### src/hw/psw_pkg.sv
// Program status word package: address, field layout, reset value, carriers
package psw_pkg;

	localparam logic [7:0] PSW_SFR_ADDR = 8'hd0;
	localparam logic [7:0] PSW_RESET = 8'h00;
	localparam int PSW_CY_BIT = 7;
	localparam int PSW_AC_BIT = 6;
	localparam int PSW_F0_BIT = 5;
	localparam int PSW_RS_LO = 3;
	localparam int PSW_OV_BIT = 2;
	localparam int PSW_F1_BIT = 1;
	localparam int PSW_PAR_BIT = 0;
	localparam logic [7:0] PSW_WR_MASK = 8'hfe;
	localparam logic [7:0] PSW_BANK_SIZE = 8'h08;
	localparam logic [7:0] PSW_MUL_LIMIT = 8'hff;

	typedef enum logic [2:0] {
		PSW_OP_NONE,
		PSW_OP_ADD,
		PSW_OP_ADD_WITH_CARRY,
		PSW_OP_SUBTRACT_WITH_BORROW,
		PSW_OP_MUL,
		PSW_OP_DIV,
		PSW_OP_CARRY
	} psw_op_e;

	// One flag update from the arithmetic unit
	typedef struct packed {
		logic valid;
		psw_op_e op;
		logic [7:0] a;
		logic [7:0] b;
		logic carry_val;
	} psw_alu_req_s;

	// Special function register access
	typedef struct packed {
		logic wr;
		logic bit_op;
		logic [7:0] addr;
		logic [7:0] wdata;
	} psw_sfr_req_s;

	typedef struct packed {
		logic [7:0] psw;
		logic [7:0] rdata;
		logic [7:0] bank_base;
	} psw_state_s;

endpackage

### src/hw/psw_flags.sv
// Program status word with arithmetic flag update and bank select
//
// How it works
// (RQ1) Carry is set by a carry out on add or borrow on subtract, else cleared by arithmetic.
// (RQ2) Half carry is set by a carry into or borrow from the upper nibble, else cleared.
// (RQ3) Two user flags hold whatever software writes and hardware never changes them.
// (RQ4) Bank select picks one of four eight-byte register banks, code 00 lowest.
// (RQ5) Overflow is set by a signed sign change on add, add-with-carry or subtract-with-borrow.
// (RQ6) Overflow is set when a multiply product exceeds 255.
// (RQ7) Overflow is set when a divide has a zero divisor.
// (RQ8) Overflow is cleared by those five instructions when no overflow condition occurs.
// (RQ9) The read-only parity bit is high when the accumulator holds an odd count of ones.
// (RQ10) The word sits at special function address 0xd0 and allows byte and single-bit access.
// (RQ11) A software write and an instruction update in one cycle resolve to the instruction in the bits it updates; other bits take the write.
`timescale 1ns/1ns

module psw_flags
	import psw_pkg::*;
(
	input wire logic i_ref_clk,
	input wire logic i_nrst,
	input wire psw_alu_req_s i_alu,
	input wire psw_sfr_req_s i_sfr,
	input wire logic [2:0] i_bit_sel,
	input wire logic [7:0] i_acc,
	output logic [7:0] o_psw,
	output logic [7:0] o_rdata,
	output logic [7:0] o_bank_base
);

	// ----------------------------------------
	// Arithmetic helpers
	// ----------------------------------------
	function automatic logic [8:0] psw_add9(input logic [7:0] a, input logic [7:0] b,
		input logic ci);
		psw_add9 = {1'b0, a} + {1'b0, b} + {8'h00, ci};
	endfunction

	function automatic logic [4:0] psw_add5(input logic [3:0] a, input logic [3:0] b,
		input logic ci);
		psw_add5 = {1'b0, a} + {1'b0, b} + {4'h0, ci};
	endfunction

	function automatic logic [7:0] psw_bank(input logic [1:0] rs);
		psw_bank = {3'b000, rs, 3'b000};
	endfunction

	psw_state_s st_r;
	psw_state_s st_nxt;

	logic [8:0] sum9;
	logic [4:0] sum5;
	logic [8:0] dif9;
	logic [4:0] dif5;
	logic [15:0] prod;
	logic add_with_carry_in;

	// ----------------------------------------
	// Next state
	// ----------------------------------------
	always_comb begin
		st_nxt = st_r;
		add_with_carry_in = (i_alu.op == PSW_OP_ADD_WITH_CARRY) ? st_r.psw[PSW_CY_BIT] : 1'b0;
		sum9 = psw_add9(i_alu.a, i_alu.b, add_with_carry_in);
		sum5 = psw_add5(i_alu.a[3:0], i_alu.b[3:0], add_with_carry_in);
		// Subtract as a + ~b + ~borrow; borrow is the inverted carry
		dif9 = psw_add9(i_alu.a, ~i_alu.b, ~st_r.psw[PSW_CY_BIT]);
		dif5 = psw_add5(i_alu.a[3:0], ~i_alu.b[3:0], ~st_r.psw[PSW_CY_BIT]);
		prod = {8'h00, i_alu.a} * {8'h00, i_alu.b};
		// Software write first so an instruction update in the same cycle wins
		if (i_sfr.wr && i_sfr.addr == PSW_SFR_ADDR) begin // RQ10
			if (i_sfr.bit_op) begin
				st_nxt.psw[i_bit_sel] = i_sfr.wdata[0];
			end else begin
				st_nxt.psw = i_sfr.wdata;
			end
		end
		if (i_alu.valid) begin // RQ11
			case (i_alu.op)
				PSW_OP_ADD, PSW_OP_ADD_WITH_CARRY: begin
					st_nxt.psw[PSW_CY_BIT] = sum9[8]; // RQ1
					st_nxt.psw[PSW_AC_BIT] = sum5[4]; // RQ2
					st_nxt.psw[PSW_OV_BIT] = (i_alu.a[7] == i_alu.b[7]) &&
						(sum9[7] != i_alu.a[7]); // RQ5 RQ8
				end
				PSW_OP_SUBTRACT_WITH_BORROW: begin
					st_nxt.psw[PSW_CY_BIT] = ~dif9[8]; // RQ1
					st_nxt.psw[PSW_AC_BIT] = ~dif5[4]; // RQ2
					st_nxt.psw[PSW_OV_BIT] = (i_alu.a[7] != i_alu.b[7]) &&
						(dif9[7] != i_alu.a[7]); // RQ5 RQ8
				end
				PSW_OP_MUL: begin
					st_nxt.psw[PSW_CY_BIT] = 1'b0; // RQ1
					st_nxt.psw[PSW_OV_BIT] = prod[15:8] != 8'h00; // RQ6 RQ8
				end
				PSW_OP_DIV: begin
					st_nxt.psw[PSW_CY_BIT] = 1'b0; // RQ1
					st_nxt.psw[PSW_OV_BIT] = i_alu.b == 8'h00; // RQ7 RQ8
				end
				PSW_OP_CARRY: begin
					st_nxt.psw[PSW_CY_BIT] = i_alu.carry_val;
				end
				default: begin
				end
			endcase
		end
		// User flags touched only by software above; parity tracks the accumulator
		st_nxt.psw[PSW_PAR_BIT] = ^i_acc; // RQ9 RQ3
		st_nxt.rdata = st_nxt.psw;
		st_nxt.bank_base = psw_bank(st_nxt.psw[PSW_RS_LO+1:PSW_RS_LO]); // RQ4
	end

	always_ff @(posedge i_ref_clk) begin
		if (!i_nrst) begin
			st_r <= '{psw: PSW_RESET, rdata: PSW_RESET, bank_base: 8'h00};
		end else begin
			st_r <= st_nxt;
		end
	end

	assign o_psw = st_r.psw;
	assign o_rdata = st_r.rdata;
	assign o_bank_base = st_r.bank_base;

	// ----------------------------------------
	// Checks
	// ----------------------------------------
	property p_add_carry;
		@(posedge i_ref_clk) disable iff (!i_nrst)
		i_alu.valid && i_alu.op == PSW_OP_ADD |=> o_psw[7] == $past(sum9[8]);
	endproperty
	a_add_carry: assert property (p_add_carry) else $error("carry wrong after add"); // RQ1

	property p_add_half;
		@(posedge i_ref_clk) disable iff (!i_nrst)
		i_alu.valid && i_alu.op == PSW_OP_ADD |=>
			o_psw[6] == ($past(i_alu.a[3:0]) + $past(i_alu.b[3:0]) > 5'd15);
	endproperty
	a_add_half: assert property (p_add_half) else $error("half carry wrong after add"); // RQ2

	property p_user_hold;
		@(posedge i_ref_clk) disable iff (!i_nrst)
		!(i_sfr.wr && i_sfr.addr == PSW_SFR_ADDR) |=> $stable({o_psw[5], o_psw[1]});
	endproperty
	a_user_hold: assert property (p_user_hold) else $error("user flag changed"); // RQ3

	property p_bank;
		@(posedge i_ref_clk) disable iff (!i_nrst)
		##1 o_bank_base == PSW_BANK_SIZE * o_psw[4:3];
	endproperty
	a_bank: assert property (p_bank) else $error("bank base mismatch"); // RQ4

	property p_add_ov;
		@(posedge i_ref_clk) disable iff (!i_nrst)
		i_alu.valid && i_alu.op == PSW_OP_ADD && i_alu.a == 8'h7f && i_alu.b == 8'h01
		|=> o_psw[2];
	endproperty
	a_add_ov: assert property (p_add_ov) else $error("overflow missed on add"); // RQ5

	property p_mul_ov;
		@(posedge i_ref_clk) disable iff (!i_nrst)
		i_alu.valid && i_alu.op == PSW_OP_MUL |=>
			o_psw[2] == ($past(prod) > {8'h00, PSW_MUL_LIMIT}) && !o_psw[7];
	endproperty
	a_mul_ov: assert property (p_mul_ov) else $error("multiply overflow wrong"); // RQ6

	property p_div_ov;
		@(posedge i_ref_clk) disable iff (!i_nrst)
		i_alu.valid && i_alu.op == PSW_OP_DIV |=> o_psw[2] == ($past(i_alu.b) == 8'h00);
	endproperty
	a_div_ov: assert property (p_div_ov) else $error("divide overflow wrong"); // RQ7

	property p_parity;
		@(posedge i_ref_clk) disable iff (!i_nrst)
		##1 o_psw[0] == ^$past(i_acc);
	endproperty
	a_parity: assert property (p_parity) else $error("parity mismatch"); // RQ9

	property p_byte_write;
		@(posedge i_ref_clk) disable iff (!i_nrst)
		i_sfr.wr && !i_sfr.bit_op && i_sfr.addr == PSW_SFR_ADDR && !i_alu.valid |=>
			(o_psw & PSW_WR_MASK) == ($past(i_sfr.wdata) & PSW_WR_MASK);
	endproperty
	a_byte_write: assert property (p_byte_write) else $error("byte write lost"); // RQ10

	property p_alu_wins;
		@(posedge i_ref_clk) disable iff (!i_nrst)
		i_alu.valid && i_alu.op == PSW_OP_DIV && i_sfr.wr && i_sfr.addr == PSW_SFR_ADDR
		|=> !o_psw[7];
	endproperty
	a_alu_wins: assert property (p_alu_wins) else $error("write beat instruction"); // RQ11

	property p_add_with_carry_carry;
		@(posedge i_ref_clk) disable iff (!i_nrst)
		i_alu.valid && i_alu.op == PSW_OP_ADD_WITH_CARRY |=>
			o_psw[7] == ({1'b0, $past(i_alu.a)} + {1'b0, $past(i_alu.b)} +
			{8'h00, $past(o_psw[7])} > 9'h0ff);
	endproperty
	a_add_with_carry_carry: assert property (p_add_with_carry_carry) else $error("carry wrong after add_with_carry"); // RQ1

	property p_subtract_with_borrow_carry;
		@(posedge i_ref_clk) disable iff (!i_nrst)
		i_alu.valid && i_alu.op == PSW_OP_SUBTRACT_WITH_BORROW |=>
			o_psw[7] == ({1'b0, $past(i_alu.a)} < {1'b0, $past(i_alu.b)} +
			{8'h00, $past(o_psw[7])});
	endproperty
	a_subtract_with_borrow_carry: assert property (p_subtract_with_borrow_carry) else $error("borrow wrong after subtract_with_borrow"); // RQ1

	property p_add_with_carry_half;
		@(posedge i_ref_clk) disable iff (!i_nrst)
		i_alu.valid && i_alu.op == PSW_OP_ADD_WITH_CARRY |=>
			o_psw[6] == ({1'b0, $past(i_alu.a[3:0])} + {1'b0, $past(i_alu.b[3:0])} +
			{4'h0, $past(o_psw[7])} > 5'h0f);
	endproperty
	a_add_with_carry_half: assert property (p_add_with_carry_half) else $error("half carry wrong after add_with_carry"); // RQ2

	property p_subtract_with_borrow_half;
		@(posedge i_ref_clk) disable iff (!i_nrst)
		i_alu.valid && i_alu.op == PSW_OP_SUBTRACT_WITH_BORROW |=>
			o_psw[6] == ({1'b0, $past(i_alu.a[3:0])} < {1'b0, $past(i_alu.b[3:0])} +
			{4'h0, $past(o_psw[7])});
	endproperty
	a_subtract_with_borrow_half: assert property (p_subtract_with_borrow_half) else $error("half borrow wrong after subtract_with_borrow"); // RQ2

	property p_add_with_carry_ov;
		@(posedge i_ref_clk) disable iff (!i_nrst)
		i_alu.valid && i_alu.op == PSW_OP_ADD_WITH_CARRY |=>
			o_psw[2] == ($past(i_alu.a[7]) == $past(i_alu.b[7]) && $past(sum9[7]) != $past(i_alu.a[7]));
	endproperty
	a_add_with_carry_ov: assert property (p_add_with_carry_ov) else $error("overflow wrong after add_with_carry"); // RQ5

	property p_subtract_with_borrow_ov;
		@(posedge i_ref_clk) disable iff (!i_nrst)
		i_alu.valid && i_alu.op == PSW_OP_SUBTRACT_WITH_BORROW |=>
			o_psw[2] == ($past(i_alu.a[7]) != $past(i_alu.b[7]) && $past(dif9[7]) != $past(i_alu.a[7]));
	endproperty
	a_subtract_with_borrow_ov: assert property (p_subtract_with_borrow_ov) else $error("overflow wrong after subtract_with_borrow"); // RQ5

	property p_add_ov_clear;
		@(posedge i_ref_clk) disable iff (!i_nrst)
		i_alu.valid && i_alu.op == PSW_OP_ADD && i_alu.a == 8'h00 && i_alu.b == 8'h00
		|=> !o_psw[2];
	endproperty
	a_add_ov_clear: assert property (p_add_ov_clear) else $error("overflow not cleared"); // RQ8

	// Multiply and divide leave the half carry alone
	property p_muldiv_half;
		@(posedge i_ref_clk) disable iff (!i_nrst)
		i_alu.valid && (i_alu.op == PSW_OP_MUL || i_alu.op == PSW_OP_DIV) &&
		!(i_sfr.wr && i_sfr.addr == PSW_SFR_ADDR) |=> o_psw[6] == $past(o_psw[6]);
	endproperty
	a_muldiv_half: assert property (p_muldiv_half) else $error("half carry moved"); // RQ2

	property p_div_carry;
		@(posedge i_ref_clk) disable iff (!i_nrst)
		i_alu.valid && i_alu.op == PSW_OP_DIV |=> !o_psw[7];
	endproperty
	a_div_carry: assert property (p_div_carry) else $error("carry not cleared by divide"); // RQ1

	property p_carry_load;
		@(posedge i_ref_clk) disable iff (!i_nrst)
		i_alu.valid && i_alu.op == PSW_OP_CARRY |=> o_psw[7] == $past(i_alu.carry_val);
	endproperty
	a_carry_load: assert property (p_carry_load) else $error("carry load lost"); // RQ1

	property p_bit_write;
		@(posedge i_ref_clk) disable iff (!i_nrst)
		i_sfr.wr && i_sfr.bit_op && i_sfr.addr == PSW_SFR_ADDR && !i_alu.valid &&
		i_bit_sel != 3'h0 |=> o_psw[$past(i_bit_sel)] == $past(i_sfr.wdata[0]);
	endproperty
	a_bit_write: assert property (p_bit_write) else $error("bit write lost"); // RQ10

	// A write to bit 0 must not stick; parity keeps following the accumulator
	property p_parity_write;
		@(posedge i_ref_clk) disable iff (!i_nrst)
		i_sfr.wr && i_sfr.bit_op && i_sfr.addr == PSW_SFR_ADDR && i_bit_sel == 3'h0
		|=> o_psw[0] == ^$past(i_acc);
	endproperty
	a_parity_write: assert property (p_parity_write) else $error("parity bit written"); // RQ9

	property p_other_addr;
		@(posedge i_ref_clk) disable iff (!i_nrst)
		i_sfr.wr && i_sfr.addr != PSW_SFR_ADDR && !i_alu.valid |=> o_psw[7:1] == $past(o_psw[7:1]);
	endproperty
	a_other_addr: assert property (p_other_addr) else $error("foreign write taken"); // RQ10

	property p_idle_hold;
		@(posedge i_ref_clk) disable iff (!i_nrst)
		(!i_alu.valid || i_alu.op == PSW_OP_NONE) && !i_sfr.wr |=> o_psw[7:1] == $past(o_psw[7:1]);
	endproperty
	a_idle_hold: assert property (p_idle_hold) else $error("word changed while idle"); // RQ3

	property p_rdata;
		@(posedge i_ref_clk) disable iff (!i_nrst)
		o_rdata == o_psw;
	endproperty
	a_rdata: assert property (p_rdata) else $error("read data differs from word"); // RQ10

	property p_bank_write;
		@(posedge i_ref_clk) disable iff (!i_nrst)
		i_sfr.wr && !i_sfr.bit_op && i_sfr.addr == PSW_SFR_ADDR && !i_alu.valid |=>
			o_bank_base == PSW_BANK_SIZE * $past(i_sfr.wdata[4:3]);
	endproperty
	a_bank_write: assert property (p_bank_write) else $error("bank base not following write"); // RQ4

	// Bits the instruction does not touch still take the write
	property p_write_keeps;
		@(posedge i_ref_clk) disable iff (!i_nrst)
		i_alu.valid && i_alu.op == PSW_OP_ADD && i_sfr.wr && !i_sfr.bit_op &&
		i_sfr.addr == PSW_SFR_ADDR |=> o_psw[5:3] == $past(i_sfr.wdata[5:3]) &&
			o_psw[1] == $past(i_sfr.wdata[1]);
	endproperty
	a_write_keeps: assert property (p_write_keeps) else $error("write lost beside instruction"); // RQ11

	property p_reset_clear;
		@(posedge i_ref_clk)
		!i_nrst |=> o_psw == PSW_RESET && o_bank_base == 8'h00;
	endproperty
	a_reset_clear: assert property (p_reset_clear) else $error("reset value wrong"); // RQ10

endmodule

### config.mk
export PLATFORM = sky130hd
export DESIGN_NAME = psw_flags
export DESIGN_NICKNAME = d
export VERILOG_FILES = /design/src/hw/psw_pkg.sv /design/src/hw/psw_flags.sv
export SDC_FILE = /design/constraint.sdc
export NUM_CORES = 1
export LEC_CHECK = 0
export CORE_ASPECT_RATIO = 0.5
export CORE_UTILIZATION = 39
export DETAILED_ROUTE_END_ITERATION = 6
export DONT_BUFFER_PORTS = 1
export GPL_TIMING_DRIVEN = 1
export PLACE_DENSITY = 0.59
export SETUP_SLACK_MARGIN = 0.05
export SLEW_MARGIN = 20
export SYNTH_ARGS = -nofsm -noshare
export SYNTH_HDL_FRONTEND = slang
export SYNTH_SLANG_ARGS = --single-unit
### constraint.sdc
create_clock -name i_ref_clk -period 5.47 [get_ports i_ref_clk]
set_input_delay 0.547 -clock i_ref_clk [delete_from_list [all_inputs] [get_ports i_ref_clk]]
set_output_delay 0.547 -clock i_ref_clk [all_outputs]
set_load 0.02 [all_outputs]
==> results.sh, run 1 <==
export IMPL_rsz0062_at_grt="no"
export IMPL_tightest_slew_ps=628
export IMPL_antenna_found_initial=0
export IMPL_cts_tree="yes"
export IMPL_critPathLaunchType="input port"
export IMPL_grt_pass1_vias=2469
export IMPL_port_buffer_count=0
export IMPL_num_rows=23
export IMPL_drt_iter0_markers=95
export IMPL_max_stage_delay_ps=550
export IMPL_cts_resized_gates=0
export IMPL_core_sq_um=8090
export IMPL_clk_latency_ps=230
export IMPL_power_frac_comb_pct=78.3
export IMPL_r2r_end="o_rdata[2]$_SDFF_PN0_"
export IMPL_final_setup_skew_ps=0.0773
export IMPL_syn_area_sq_um=3300
export IMPL_dr_pass1_iters=5
export IMPL_drive_gt1_share_pct=1.84
export IMPL_fin_util_pct=41.4
export IMPL_place_ws_ps=257
export IMPL_crit_top_cell="fa_1"
export IMPL_p_int_mw=0.466
export IMPL_period_needed_ps=5010
export IMPL_cts_setup_buffers=0
export IMPL_holdPathStages=1
export IMPL_numCtsBuffers=3
export IMPL_place_hpwl_microns=6180
export IMPL_synthXorXnorAreaFrac_pct=2.39
export IMPL_cts_max_path_buffers=2
export IMPL_ios=76
export IMPL_yosysWarnings=0
export IMPL_slew_headroom_pct=58.1
export IMPL_pwr_share_clk_pct=13.6
export IMPL_met3_length_microns=381
export IMPL_final_max_slew_viol_count=0
export IMPL_power_switching_mw=0.440
export IMPL_path_class="in2reg"
export IMPL_timing_fmax_ghz=0.200
export IMPL_wl_met2_microns=3130
export IMPL_path_buf_inv=2
export IMPL_grt_pass1_wl_microns=12500
export IMPL_area_growth_pct=1.48
export IMPL_nets=518
export IMPL_drt_wl_total_microns=7560
export IMPL_whs_ps=439
export IMPL_path_cells="ha_1, fa_1, inv_1, fa_1, fa_1, fa_1, inv_1, ha_1, a21o_1, a21o_1, a221oi_2, nor3_1, or4_1, o41ai_2, a21oi_1"
export IMPL_synth_mux_area_share_pct=1.94
export IMPL_setup_reg_to_reg_worst_slack_ps=3390
export IMPL_seq_power_share_pct=8.1
export IMPL_fin_total_pwr_mw=0.906
export IMPL_r2r_start="o_rdata[7]$_SDFF_PN0_"
export IMPL_required_ps=5570
export IMPL_setup_worst_path_end_class="flip-flop"
export IMPL_ir_drop_uv=143
export IMPL_synth_top_family_by_area="adder cells"
export IMPL_power_density_nw_per_um2=271
export IMPL_detail_route_vias_per_cell=5.28
export IMPL_synthAdderAreaFrac_pct=40.2
export IMPL_path_clk_slew_ps=40
export IMPL_n_antenna_cell=0
export IMPL_htree_levels=1
export IMPL_final_hold_viol_count=0
export IMPL_start_util_pct=40.8
export IMPL_min_path_type="in2reg"
export IMPL_setup_viol=0
export IMPL_clockRootBuffer="clkbuf_16"
export IMPL_antenna_left=0
export IMPL_syn_inst=404
export IMPL_cpMaxStageDelayCell="fa_1"
export IMPL_ys_types=60
export IMPL_postSynth_asyncResetShare_pct=0
export IMPL_die_h_microns=67.0
export IMPL_clock_sinks=8
export IMPL_track_usage_pct=17.9
export IMPL_max_cap_violations=0
export IMPL_wl_met1_microns=4020
export IMPL_highest_layer="met4"
export IMPL_avgSynthCellArea_sq_um=8.16
export IMPL_min_to="o_rdata[0]$_SDFF_PN0_"
export IMPL_worstPathArrival_ps=5110
export IMPL_cpLargestDelayFamily="adder cells"
export IMPL_die_w_microns=132
export IMPL_synth_seq_area_share_pct=4.86
export IMPL_crit_path_max_fanout=10
export IMPL_p_sw_share_pct=48.6
export IMPL_power_leakage_nw=1.59
export IMPL_finalSetupTns_ps=0
export IMPL_drc=0
export IMPL_num_fill_cells=843
export IMPL_ys_seq_elements=8
export IMPL_fin_crit_sh_pct=91.6
export IMPL_grt_max_degree=20
export IMPL_synth_edf_count=0
export IMPL_synthSimpleGateAreaFrac_pct=21.0
export IMPL_gr_total_overflow=0
export IMPL_status="finished clean"
export IMPL_wire_per_inst_microns=15.4
export IMPL_synthFlopType="dfxtp_1"
export IMPL_place_gp_congestion=0.838
export IMPL_die_area_sq_um=8850
export IMPL_worst_slack_ps=460
export IMPL_hold_buffers=0
export IMPL_vias=2600
export IMPL_r2r_cells=7
export IMPL_synth_compound_area_share_pct=17.2
export IMPL_min_from="i_nrst"
-- layout make-up --
type	instances	area (sq um)	share of cell area, %
Tap cell	112	140	4.19
Multi-Input combinational cell	310	2750	82.2
Inverter	59	221	6.62
Clock buffer	3	75.1	2.24
Sequential cell	8	160	4.79
-- state kept, by name, indices dropped and copies added (netlist names) --
register / flops
o_rdata: 7
o_bank_base: 1
-- worst max-delay path by stage --
stage | from | end | slack [ps] | cells after the start
detailed placement | i_alu[5] | o_rdata[2]$_SDFF_PN0_ | 260 | 15
CTS | i_alu[5] | o_rdata[2]$_SDFF_PN0_ | 480 | 15
floorplan | i_alu[8] | o_rdata[2]$_SDFF_PN0_ | 380 | 15
finish | i_alu[5] | o_rdata[2]$_SDFF_PN0_ | 460 | 15
global route | i_alu[5] | o_rdata[2]$_SDFF_PN0_ | 300 | 15
global placement | i_alu[5] | o_rdata[2]$_SDFF_PN0_ | 350 | 15
-- worst register-to-register path: cells and delay by family (launching register included) --
kind               cells  cell delay (ps)
muxes                  1              130
AOI/OAI and AO/OA      4              950
DFF                    1              640
and+or+nand+nor        2              230
-- power groups by stage --
| stage | Clock, mW | Combinational, mW | Sequential (mW) |
|---|---|---|---|
| after CTS | 0.125 | 0.708 | 0.0736 |
| after floorplan | 0 | 0.585 | 0.0689 |
| after detailed placement | 0 | 0.702 | 0.0745 |
| after global placement | 0 | 0.707 | 0.0745 |
| final | 0.123 | 0.709 | 0.0734 |
| after global routing | 0.128 | 0.799 | 0.0744 |
-- metrics by stage --
stage,cell area [sq um],cells
global route,3350,492
finish,3350,492
floorplan,3320,409
global placement,3270,489
detailed placement,3270,489
CTS,3350,492
-- cells in the mapped netlist (4+ instances only) --
| cell type | instances | area share, % |
|---|---|---|
| nand3_1 | 5 | 0.76 |
| nand4_1 | 5 | 0.95 |
| o21ai_0 | 8 | 1.2 |
| nor2_1 | 16 | 1.8 |
| a21oi_1 | 21 | 3.2 |
| nor3_1 | 5 | 0.76 |
| o221a_1 | 5 | 1.7 |
| dfxtp_1 | 8 | 4.9 |
| a21o_1 | 6 | 1.4 |
| nor2b_1 | 8 | 1.5 |
| fa_1 | 35 | 21 |
| xnor2_1 | 7 | 1.9 |
| buf_4 | 16 | 3.6 |
| nand2_1 | 26 | 3.0 |
| inv_1 | 59 | 6.7 |
| buf_2 | 4 | 0.61 |
| and2_1 | 40 | 7.6 |
| a31oi_1 | 5 | 0.95 |
| nand2b_1 | 5 | 0.95 |
| clkbuf_1 | 12 | 1.4 |
| ha_1 | 49 | 19 |
-- kinds of logic (layout without fill, tap and decap cells) --
kind of cell / Yosys count / count (layout)
xor gates and xnor gates: 9 / 9
adders and majority gates: 85 / 85
DFF: 8 / 8
buffers and inverters: 91 / 62
muxes: 5 / 5
other: 1 / 6
and+or+nand+nor: 126 / 126
AOI/OAI and AO/OA: 79 / 79
-- layer usage --
layer,GRT usage [%],vias up
met5,0,-
met4,1.74,0
met3,1.75,4
met2,28.4,74
met1,26.7,1222
li1,-,1300
-- layout by cell type (no fill, tap or decap), drive strengths merged, types with 6 or more instances in the layout --
cell and n:
a21o 6, a21oi 21, and2 40, conb 6, dfxtp 8, fa 35
ha 49, inv 59, nand2 26, nor2 16, nor2b 8, o21ai 11
xnor2 7
No activity file was read; power rests on OpenSTA's default activity.
==> run 2: changes to the inputs <==
Settings changed: SETUP_SLACK_MARGIN 0.05 to 0.1.
Clock period 5.47 ns to 6.3 ns, I/O delays scaled along.
==> run 2 against run 1 <==
  * Global-route usage up 0.31 points
  * Register-to-register slack better by 820 ps
  * Setup slack better by 790 ps
  * Largest cell class unchanged
  * Highest routed layer unchanged
==> results.sh, run 2 (synthesis results as in run 1) <==
export IMPL_clk_latency_ps=230
export IMPL_cpMaxStageDelayCell="fa_1"
export IMPL_cts_setup_buffers=0
export IMPL_seq_power_share_pct=8.1
export IMPL_drt_wl_total_microns=7550
export IMPL_num_fill_cells=832
export IMPL_start_util_pct=40.8
export IMPL_final_max_slew_viol_count=0
export IMPL_port_buffer_count=0
export IMPL_required_ps=6400
export IMPL_p_int_mw=0.405
export IMPL_ios=76
export IMPL_path_clk_slew_ps=40
export IMPL_power_density_nw_per_um2=236
export IMPL_detail_route_vias_per_cell=5.25
export IMPL_worstPathArrival_ps=5160
export IMPL_slew_headroom_pct=57.9
export IMPL_track_usage_pct=18.2
export IMPL_regArea_sq_um=160
export IMPL_power_frac_comb_pct=78.4
export IMPL_drt_iter0_markers=109
export IMPL_clock_sinks=8
export IMPL_multi_input_area_sq_um=2750
export IMPL_tightest_slew_ps=631
export IMPL_drive_gt1_share_pct=1.84
export IMPL_rsz0062_at_grt="no"
export IMPL_path_class="in2reg"
export IMPL_cts_tree="yes"
export IMPL_core_sq_um=8090
export IMPL_ir_drop_uv=100
export IMPL_finalSetupTns_ps=0
export IMPL_num_rows=23
export IMPL_htree_levels=1
export IMPL_crit_top_cell="fa_1"
export IMPL_power_leakage_nw=1.59
export IMPL_pwr_share_clk_pct=13.5
export IMPL_vias=2581
export IMPL_status="finished clean"
export IMPL_place_hpwl_microns=6230
export IMPL_path_cells="ha_1, fa_1, inv_1, fa_1, fa_1, fa_1, inv_1, ha_1, a21o_1, a21o_1, a221oi_2, nor3_1, or4_1, o41ai_2, a21oi_1"
export IMPL_grt_pass1_vias=2534
export IMPL_n_antenna_cell=0
export IMPL_fin_crit_sh_pct=80.2
export IMPL_cts_resized_gates=0
export IMPL_gr_total_overflow=0
export IMPL_setup_viol=0
export IMPL_largest_register_ffs=7
export IMPL_power_switching_mw=0.384
export IMPL_die_w_microns=132
export IMPL_antenna_left=0
export IMPL_final_setup_skew_ps=0.101
export IMPL_antenna_found_initial=0
export IMPL_hold_buffers=0
export IMPL_max_cap_violations=0
export IMPL_setup_worst_path_end_class="flip-flop"
export IMPL_whs_ps=528
export IMPL_max_stage_delay_ps=550
export IMPL_clockRootBuffer="clkbuf_16"
export IMPL_grt_max_degree=20
export IMPL_fin_total_pwr_mw=0.789
export IMPL_die_area_sq_um=8850
export IMPL_min_path_type="in2reg"
export IMPL_p_sw_share_pct=48.7
export IMPL_place_gp_congestion=0.838
export IMPL_critPathLaunchType="input port"
export IMPL_final_cell_mix="inv_1 (59), ha_1 (49), and2_1 (40)"
export IMPL_final_common_cell="inv_1"
export IMPL_nets=518
export IMPL_grt_pass1_wl_microns=12700
export IMPL_final_hold_viol_count=0
export IMPL_area_growth_pct=1.48
export IMPL_wire_per_inst_microns=15.3
export IMPL_crit_path_max_fanout=10
export IMPL_timing_fmax_ghz=0.198
export IMPL_drc=0
export IMPL_dr_pass1_iters=4
export IMPL_numCtsBuffers=3
export IMPL_cts_max_path_buffers=2
export IMPL_period_needed_ps=5050
export IMPL_die_h_microns=67.0
## run 2: final timing paths
kind         slack [ps]                     from  cells past startpoint                       to
max                1250                 i_alu[5]                     15    o_rdata[2]$_SDFF_PN0_
min                 530                   i_nrst                      1    o_rdata[0]$_SDFF_PN0_
max reg2reg        4210    o_rdata[7]$_SDFF_PN0_                      7    o_rdata[2]$_SDFF_PN0_
min reg2reg         750  o_rdata[1]$_SDFFE_PN0P_                      1  o_rdata[1]$_SDFFE_PN0P_
## run 2: layer usage
| layer | part of all wire, % | GRT usage [%] | vias to the layer above |
|---|---|---|---|
| li1 | - | - | 1298 |
| met1 | 51 | 26.5 | 1211 |
| met2 | 43 | 29.2 | 70 |
| met3 | 5.3 | 2.66 | 2 |
| met4 | 0.12 | 1.60 | 0 |
| met5 | 0 | 0 | - |
## run 2: layout make-up
cell class	instances	area share [%]
clock buffers	3	2.24
inverters	59	6.62
multi-input cells	310	82.2
flip-flops and latches	8	4.79
well taps	112	4.19
## run 2: per-stage QoR
stage / instance area [sq um] / std cells / setup WS, ps / utilization, %
after floorplan: 3320 / 409 / 1130 / -
after global placement: 3270 / 489 / 1090 / 40.4
after detailed placement: 3270 / 489 / 1010 / 40.4
after CTS: 3350 / 492 / 1240 / 41.4
after global routing: 3350 / 492 / 1020 / 41.4
final: 3350 / 492 / 1250 / 41.4
## run 2: worst max-delay path: cells and delay by family
family | cells | cell delay (ps)
AO/OA/AOI/OAI | 5 | 1180
buffers and inverters | 2 | 90
adder cells (fa/ha/maj) | 6 | 2630
AND/OR/NAND/NOR | 2 | 620
## run 2: power groups by stage
| stage | clock network, mW | registers [mW] | logic, mW |
|---|---|---|---|
| final | 0.106 | 0.0637 | 0.619 |
| after floorplan | 0 | 0.0598 | 0.508 |
| after global placement | 0 | 0.0646 | 0.614 |
| after global routing | 0.113 | 0.0645 | 0.700 |
| after CTS | 0.109 | 0.0638 | 0.615 |
| after detailed placement | 0 | 0.0645 | 0.610 |
